===== src/rtl/sac_pkg.sv =====
// Constants and types for the SAR converter serial control block.
// Overview of operation
// RULE_01: Host shifts control byte with select low.
// RULE_02: Track input only last 2.5 control clocks.
// RULE_03: Conversion starts on eighth falling clock edge.
// RULE_04: Twelve conversion clocks plus one shift clock.
// RULE_05: 24-clock format pads seven trailing zeros; the code pads four.
// RULE_06: Conversion clocked by link or oscillator.
// RULE_07: First one after select low starts byte.
// RULE_08: Bits 6 to 4 choose the channel.
// RULE_09: Bit 3 chooses unipolar or bipolar coding.
// RULE_10: Bit 2 chooses single-ended or differential input.
// RULE_11: Bits 1:0 choose power and clock mode.
// RULE_12: Internal mode converts without further link clocks.
// RULE_13: Done strobe low converting, high when ready; the code raises it only in internal clock mode.
// RULE_14: Next control byte accepted during result readout.
// RULE_15: Internal conversion continues with select high.
// RULE_16: Serial output released while select is high.
// RULE_17: 16-clock format overlaps readout and next byte.
// RULE_18: 13-clock format is the fastest supported.
// RULE_19: Host finishes conversion within 1.2 ms.
// RULE_20: Start bit wakes from software power-down.
// RULE_21: Shutdown pin low powers down, high wakes.
// RULE_22: Sample input rising, drive output falling, MSB first.
// RULE_23: Short formats shift result like 24-clock format.
package sac_pkg;
  localparam int unsigned CLK_KHZ = 50000;
  localparam int unsigned INT_OSC_KHZ = 3300;
  localparam logic [4:0] INT_OSC_CYCLES = 5'(CLK_KHZ / INT_OSC_KHZ);
  localparam logic [3:0] BYTE_BITS = 4'h8;
  localparam logic [3:0] TRACK_FROM_BIT = 4'h6;
  localparam logic [3:0] STEP_FIRST_BIT = 4'h1;
  localparam logic [3:0] STEP_LAST_BIT = 4'ha;
  localparam logic [3:0] STEP_LAST = 4'hc;
  localparam logic [3:0] RESULT_BITS = 4'ha;
  localparam logic [9:0] SAR_FIRST_TRIAL = 10'h200;
  localparam logic [1:0] MODE_FULL_PD = 2'h0;
  localparam logic [1:0] MODE_FAST_PD = 2'h1;
  localparam logic [1:0] MODE_INT_CLK = 2'h2;
  localparam logic [1:0] MODE_EXT_CLK = 2'h3;
  localparam logic [3:0] REG_CTRL = 4'h0;
  localparam logic [3:0] REG_STATUS = 4'h4;
  localparam logic [3:0] REG_RESULT = 4'h8;
  localparam logic [4:0] CTRL_RESET = INT_OSC_CYCLES;
  localparam int LNK_SCLK = 0;
  localparam int LNK_CS = 1;
  localparam int LNK_SDI = 2;
  localparam int LNK_HWPD = 3;
  localparam logic [3:0] LINK_IDLE = 4'ha;

  typedef struct packed {
    logic start;
    logic [2:0] channel_sel;
    logic polarity_select;
    logic input_config_select;
    logic [1:0] mode_sel;
  } sac_ctrl_word_type;

  typedef struct packed {
    logic hw_pd;
    logic soft_pd;
    logic done;
    logic running;
    sac_ctrl_word_type cw;
  } sac_status_type;

  typedef enum logic [1:0] {ST_IDLE, ST_CONV, ST_PDOWN} sac_state_type;
endpackage


===== src/rtl/sac_serial_ctrl.sv =====
// Serial control and conversion sequencer of the SAR converter.
`timescale 1ns/1ns
module sac_serial_ctrl
  import sac_pkg::*;
(
  input wire logic clk_i,
  input wire logic resetn_i,
  input wire logic sclk_i,
  input wire logic select_low_i,
  input wire logic sdi_i,
  input wire logic hw_powerdown_low_i,
  input wire logic comparator_i,
  output logic sdo_o,
  output logic sdo_oe_o,
  output logic conversion_done_strobe_o,
  output logic track_o,
  output logic [9:0] dac_code_o,
  output logic [2:0] channel_sel_o,
  output logic polarity_select_o,
  output logic input_config_select_o,
  output logic power_down_o,
  input wire logic [3:0] avs_address_i,
  input wire logic avs_read_i,
  input wire logic avs_write_i,
  input wire logic [31:0] avs_writedata_i,
  output logic [31:0] avs_readdata_o,
  output logic avs_waitrequest_o
);
  logic [3:0] pins;
  logic [3:0] sync1;
  logic [3:0] sync2;
  logic [3:0] sync3;
  logic [3:0] filt;
  logic [3:0] filt_d;
  logic sclk_rise;
  logic sclk_fall;
  logic cs_act;
  logic hw_pd;
  logic sdi_v;
  logic rx_active;
  logic [3:0] rx_cnt;
  logic [7:0] rx_sr;
  logic byte_done;
  logic start_seen;
  sac_ctrl_word_type cw;
  sac_state_type state;
  logic [3:0] step;
  logic [3:0] bit_idx;
  logic [9:0] code;
  logic [9:0] result;
  logic [9:0] next_result;
  logic int_mode;
  logic soft_pd_mode;
  logic step_evt;
  logic conv_end;
  logic out_bit;
  logic [4:0] osc_div;
  logic [4:0] osc_cnt;
  logic osc_tick;
  logic [9:0] rd_sr;
  logic [3:0] rd_cnt;
  logic [31:0] rd_mux;
  sac_status_type status;

  assign pins = {hw_powerdown_low_i, sdi_i, select_low_i, sclk_i};

  // A level change is taken only once the second and third stages agree.
  generate
    for (genvar g = 0; g < 4; g++) begin : g_sync
      always_ff @(posedge clk_i or negedge resetn_i) begin
        if (!resetn_i) begin
          sync1[g] <= LINK_IDLE[g];
          sync2[g] <= LINK_IDLE[g];
          sync3[g] <= LINK_IDLE[g];
          filt[g] <= LINK_IDLE[g];
          filt_d[g] <= LINK_IDLE[g];
        end else begin
          sync1[g] <= pins[g];
          sync2[g] <= sync1[g];
          sync3[g] <= sync2[g];
          if (sync2[g] == sync3[g]) begin
            filt[g] <= sync3[g];
          end
          filt_d[g] <= filt[g];
        end
      end
    end
  endgenerate

  assign sclk_rise = filt[LNK_SCLK] & ~filt_d[LNK_SCLK];
  assign sclk_fall = ~filt[LNK_SCLK] & filt_d[LNK_SCLK];
  assign cs_act = ~filt[LNK_CS];
  assign hw_pd = ~filt[LNK_HWPD];
  assign sdi_v = filt[LNK_SDI];

  // RULE_07 start bit detect
  assign start_seen = sclk_rise & ~rx_active & sdi_v & cs_act & ~hw_pd;
  // RULE_03 RULE_17 RULE_18 eighth fall
  assign byte_done = sclk_fall & rx_active & (rx_cnt == BYTE_BITS)
                     & cs_act & ~hw_pd;

  // RULE_22 sample on rising
  always_ff @(posedge clk_i or negedge resetn_i) begin
    if (!resetn_i) begin
      rx_active <= 1'b0;
      rx_cnt <= 4'h0;
      rx_sr <= 8'h00;
    end else if (hw_pd || !cs_act) begin
      rx_active <= 1'b0;
      rx_cnt <= 4'h0;
    end else if (byte_done) begin
      rx_active <= 1'b0;
      rx_cnt <= 4'h0;
    end else if (sclk_rise && rx_cnt != BYTE_BITS) begin
      if (rx_active) begin
        rx_sr <= {rx_sr[6:0], sdi_v};
        rx_cnt <= rx_cnt + 4'h1;
      end else if (sdi_v) begin
        rx_active <= 1'b1;
        rx_sr <= 8'h01;
        rx_cnt <= 4'h1;
      end
    end
  end

  // RULE_08 latch control fields
  always_ff @(posedge clk_i or negedge resetn_i) begin
    if (!resetn_i) begin
      cw <= '0;
    end else if (byte_done) begin
      cw <= sac_ctrl_word_type'(rx_sr);
    end
  end

  assign channel_sel_o = cw.channel_sel;
  // RULE_10 input configuration
  assign input_config_select_o = cw.input_config_select;
  // RULE_09 output coding
  assign polarity_select_o = cw.polarity_select;

  // RULE_11 mode decode
  assign int_mode = (cw.mode_sel == MODE_INT_CLK);
  assign soft_pd_mode = (cw.mode_sel == MODE_FULL_PD)
                        | (cw.mode_sel == MODE_FAST_PD);

  // RULE_02 track window
  always_ff @(posedge clk_i or negedge resetn_i) begin
    if (!resetn_i) begin
      track_o <= 1'b0;
    end else begin
      track_o <= rx_active & (rx_cnt >= TRACK_FROM_BIT) & cs_act & ~hw_pd;
    end
  end

  // The oscillator period is software tunable; zero wraps to 32 cycles.
  always_ff @(posedge clk_i or negedge resetn_i) begin
    if (!resetn_i) begin
      osc_cnt <= 5'h00;
    end else if (state != ST_CONV || !int_mode || byte_done || osc_tick) begin
      osc_cnt <= osc_div - 5'h01;
    end else begin
      osc_cnt <= osc_cnt - 5'h01;
    end
  end

  assign osc_tick = (osc_cnt == 5'h00);

  // RULE_06 RULE_12 conversion clock source
  assign step_evt = (state == ST_CONV) & (int_mode ? osc_tick : sclk_fall);
  // RULE_04 twelve plus one
  assign conv_end = step_evt & (step == STEP_LAST) & ~hw_pd & ~byte_done;
  assign bit_idx = 4'ha - step;
  // RULE_09 bipolar flips MSB
  assign out_bit = (bit_idx == 4'h9) ? comparator_i ^ ~cw.polarity_select
                                     : comparator_i;
  assign next_result = {code[9] ^ ~cw.polarity_select, code[8:0]};

  // RULE_21 shutdown aborts
  always_ff @(posedge clk_i or negedge resetn_i) begin
    if (!resetn_i) begin
      state <= ST_IDLE;
      step <= 4'h0;
      code <= 10'h000;
      result <= 10'h000;
    end else if (hw_pd) begin
      state <= ST_IDLE;
      step <= 4'h0;
    end else if (byte_done) begin
      state <= ST_CONV;
      step <= 4'h0;
      code <= 10'h000;
    end else begin
      unique case (state)
        ST_IDLE: begin
        end
        ST_PDOWN: begin
          // RULE_20 wake on start
          if (start_seen) begin
            state <= ST_IDLE;
          end
        end
        ST_CONV: begin
          // RULE_15 ignores select
          if (step_evt) begin
            step <= step + 4'h1;
            if (step == 4'h0) begin
              code <= SAR_FIRST_TRIAL;
            end else if (step <= STEP_LAST_BIT) begin
              code[bit_idx] <= comparator_i;
              if (bit_idx != 4'h0) begin
                code[bit_idx - 4'h1] <= 1'b1;
              end
            end
            if (step == STEP_LAST) begin
              result <= next_result;
              state <= soft_pd_mode ? ST_PDOWN : ST_IDLE;
            end
          end
        end
      endcase
    end
  end

  assign dac_code_o = code;

  // Output bit and internal-mode readout; readout keeps shifting when
  // a new control byte arrives, so read and restart can interleave.
  always_ff @(posedge clk_i or negedge resetn_i) begin
    if (!resetn_i) begin
      sdo_o <= 1'b0;
      sdo_oe_o <= 1'b0;
      rd_sr <= 10'h000;
      rd_cnt <= 4'h0;
    end else begin
      // RULE_16 release when deselected
      sdo_oe_o <= cs_act;
      if (conv_end && int_mode) begin
        rd_sr <= next_result;
        rd_cnt <= RESULT_BITS;
      end else if (sclk_fall && cs_act) begin
        // RULE_22 RULE_23 drive on falling
        if (state == ST_CONV && !int_mode && step >= STEP_FIRST_BIT
            && step <= STEP_LAST_BIT) begin
          sdo_o <= out_bit;
        end else if (rd_cnt != 4'h0) begin
          // RULE_14 interleaved readout
          sdo_o <= rd_sr[9];
          rd_sr <= {rd_sr[8:0], 1'b0};
          rd_cnt <= rd_cnt - 4'h1;
        end else begin
          // RULE_05 zero fill
          sdo_o <= 1'b0;
        end
      end
    end
  end

  // RULE_13 done strobe
  always_ff @(posedge clk_i or negedge resetn_i) begin
    if (!resetn_i) begin
      conversion_done_strobe_o <= 1'b0;
    end else if (byte_done || hw_pd) begin
      conversion_done_strobe_o <= 1'b0;
    end else if (conv_end && int_mode) begin
      conversion_done_strobe_o <= 1'b1;
    end
  end

  // RULE_21 power down output
  always_ff @(posedge clk_i or negedge resetn_i) begin
    if (!resetn_i) begin
      power_down_o <= 1'b0;
    end else begin
      power_down_o <= hw_pd | (state == ST_PDOWN);
    end
  end

  assign status = '{hw_pd: hw_pd, soft_pd: state == ST_PDOWN,
                    done: conversion_done_strobe_o,
                    running: state == ST_CONV, cw: cw};

  always_comb begin
    case (avs_address_i)
      REG_CTRL: rd_mux = {27'h0, osc_div};
      REG_STATUS: rd_mux = {20'h0, status};
      REG_RESULT: rd_mux = {22'h0, result};
      default: rd_mux = 32'h0;
    endcase
  end

  // Every access is answered one cycle after it is seen.
  always_ff @(posedge clk_i or negedge resetn_i) begin
    if (!resetn_i) begin
      avs_waitrequest_o <= 1'b1;
      avs_readdata_o <= 32'h0;
    end else begin
      avs_waitrequest_o <= 1'b1;
      if ((avs_read_i || avs_write_i) && avs_waitrequest_o) begin
        avs_waitrequest_o <= 1'b0;
        avs_readdata_o <= rd_mux;
      end
    end
  end

  always_ff @(posedge clk_i or negedge resetn_i) begin
    if (!resetn_i) begin
      osc_div <= CTRL_RESET;
    end else if (avs_write_i && !avs_waitrequest_o
                 && avs_address_i == REG_CTRL) begin
      osc_div <= avs_writedata_i[4:0];
    end
  end
endmodule


===== config.mk =====
export PLATFORM = sky130hd
export DESIGN_NAME = sac_serial_ctrl
export DESIGN_NICKNAME = d
export VERILOG_FILES = /design/src/rtl/sac_pkg.sv /design/src/rtl/sac_serial_ctrl.sv
export SDC_FILE = /design/constraint.sdc
export NUM_CORES = 1
export LEC_CHECK = 0
export ABC_AREA = 1
export BUFFER_PORTS_ARGS = -buffer_cell sky130_fd_sc_hd__buf_2
export CAP_MARGIN = 30
export CORE_MARGIN = 10
export CORE_UTILIZATION = 60
export CTS_CLUSTER_SIZE = 25
export DETAILED_ROUTE_END_ITERATION = 6
export HOLD_SLACK_MARGIN = 0.12
export PLACE_DENSITY = 0.85
export SLEW_MARGIN = 20
export SYNTH_ARGS = -nofsm -noshare
export SYNTH_HDL_FRONTEND = slang
export SYNTH_SLANG_ARGS = --single-unit

===== constraint.sdc =====
create_clock -name clk_i -period 2.8 [get_ports clk_i]
set_input_delay 0 -clock clk_i [delete_from_list [all_inputs] [get_ports clk_i]]
set_output_delay 0 -clock clk_i [all_outputs]
set_load 0.01 [all_outputs]

==> reports/results.tsv <==
metric	value	unit
core	8720	um^2
synth-edff-count	0	
grt_pass1_wl	21.6	mm
ys.warnings.count	0	
status	finished, final reports clean	
clockBufferDepth	2	
clkSinkCount	106	
die_h	115	um
crit_path_top_delay_cell	dfrtp_1	
power_density	476	nW/um^2
io_pins	98	
wire_per_inst	16.0	um
crit_path_max_incr_delay	0.42	ns
max-slew-margin-rel	0.475	
final_common_cell	nand2_1	
synthTopCellsByArea	dfrtp_1 43%, nand2_1 12%, dfstp_2 6.3%	
num_vias	4468	
syn-cell-area	5390	um^2
synth_flop_cell	dfrtp_1	
drc_errors	0	
slew_violations	0	
drt_iter0_markers	478	
synth_seq_area_share	0.495	
area_growth	10.3	%
ir_drop	376	uV
crit_fanout	7	
whs	0.146	ns
cts_made_buffers	9	
synth_top_area_share	0.432	
finalSetupViolCount	0	
htree_levels	3	
firstDrtPassIters	5	
layout_worst_path_cycle_share	0.808	
synth_cell_type_count	35	
clkTransAtPathRegs	0.11	ns
grt.total_usage	0.199	
hold_viol_final	0	
maxCapViolCount	0	
grt_antenna_before_repair	0	
ys_seq_elements	106	
critPathKind	reg -> reg	
leakage	2.90	nW
grt_pass1_vias	4524	
critPathCaptureType	register	
min_period	2.26	ns
drive_gt1_frac	0.152	
crit_required	3.07	ns
viasPerCell	5.52	
hold_class	in -> async	
postPlaceCellArea	5570	um^2
diodes	0	
fin_tns_setup	0	ns
clock_latency	0.37	ns
grt_max_degree	65	
grt_setup_unrepaired	false	
worst_pin_slew	0.781	ns
crit_path_start_kind	register	
skew	0.0124	ns
wl	12.9	mm
cp_common_cell	nand2_1	
critical-path-top-delay-family	simple AND/OR/NAND/NOR gates	
cts_tree	built	
die_area	13200	um^2
rows	34	
gp_congestion	0.907	
path_cells	inv_1 > ha_1 > nand2_1 > nor2_1 > nand4_2 > nand2_1 > nand2_1 > nand2_1 > ha_1 > nand3_1 > nand2_1 > nand2_1	
initial_core_util	0.618	
worst-path-buf-inv	1	
async_flop_share	1.00	
grt-ovfl-total	0	
synth.avg_cell_area	8.44	um^2
synth_top_area_cell	dfrtp_1	
final_area	5940	um^2
hpwl	9.25	mm
worstPathArrival	2.53	ns
synthCells	638	
final_cell_mix	168 x nand2_1, 93 x dfrtp_1, 66 x inv_1	
layout.nets	757	
ant_nets	0	
portBuffers	50	
die_x	115	um
fin_util	0.681	
timing.fmax	0.442	GHz
fillers	690	
cts_root_buf	clkbuf_8	
==> logic make-up after synthesis <==
| kind of cell | share of synthesized area |
|---|---|
| XOR/XNOR | 0.00813 |
| flip-flops | 0.495 |
| adder cells (fa/ha/maj) | 0.0423 |
| AND/OR/NAND/NOR | 0.256 |
| other | 0.000696 |
| AO/OA/AOI/OAI | 0.0892 |
| buffers and inverters | 0.108 |
==> flip-flops by register name (all words and copies together) (netlist names), 4 cells and up <==
name and count:
step 4, osc_cnt 5, rx_sr 8, sync1 4, sync3 4, rd_sr 10
rd_cnt 4, result 10, avs_readdata_o 12, osc_div 5, dac_code_o 10, sync2 4
rx_cnt 4
==> synthesized netlist by cell type, types with 3 or more instances <==
library cell	n
nand4_1	12
nand2_1	168
buf_4	35
nor2_1	34
dfstp_2	13
buf_2	4
xnor2_1	3
nor2_4	5
o22ai_1	8
nand2_2	5
nand3_1	59
o21ai_1	9
clkbuf_1	3
a21oi_1	18
nor3_1	5
maj3_1	4
nand3b_1	4
inv_2	5
o211ai_1	4
dfrtp_1	93
inv_1	66
ha_1	15
o21ai_0	48
==> final timing paths <==
check                           slack (ns)                         to             startpoint  cells after the start
worst max-delay path                  0.54       osc_cnt[4]$_DFF_PN0_  rx_cnt[0]$_DFFE_PN0P_                     12
worst min register to register        0.36         sync2[2]$_DFF_PN0_     sync1[2]$_DFF_PN0_                      0
worst max register to register        0.54       osc_cnt[4]$_DFF_PN0_  rx_cnt[0]$_DFFE_PN0P_                     12
max in group asynchronous             1.89     osc_div[0]$_DFFE_PN1P_               resetn_i                      3
min in group clk_i                    0.15  dac_code_o[4]$_DFFE_PN0P_           comparator_i                      5
worst min-delay path                  0.15       rd_sr[8]$_DFFE_PN0P_               resetn_i                      2
==> metrics by stage <==
stage	instances	power, mW	worst slack (ns)
floorplan	657	1.84	0.997
global placement	775	1.90	0.674
detailed placement	775	1.92	0.610
CTS	810	2.85	0.552
global route	810	2.95	0.318
finish	810	2.83	0.538
==> cell type report <==
class                      instances  area, um^2  area share
clock buffer                       9         124      0.0208
clock inverter                     7        56.3     0.00947
inverter                          71         267      0.0448
multi-input combinational        436        2210       0.371
sequential                       106        2670       0.449
tap                              108         135      0.0227
timing repair buffer              73         485      0.0817
==> per-layer routing <==
metal	share of wire	vias up	GRT usage
met5	0	-	0
met4	0.024	0	0.0619
met3	0.071	26	0.0521
met2	0.50	164	0.336
met1	0.40	2145	0.246
li1	-	2133	-
==> where the power goes <==
part	switching (mW)	internal [mW]	total, mW
logic	0.182	0.0979	0.280
clock network	0.559	0.340	0.900
registers	0.0378	1.61	1.65
==> what timing repair did <==
| action | CTS | global route |
|---|---|---|
| endpoints found under the hold margin | 123 | 0 |
| gates resized for setup | 0 | 0 |
| hold buffers | 19 | 0 |
| setup buffers | 0 | 0 |
Power figures use the tool's default switching activity.
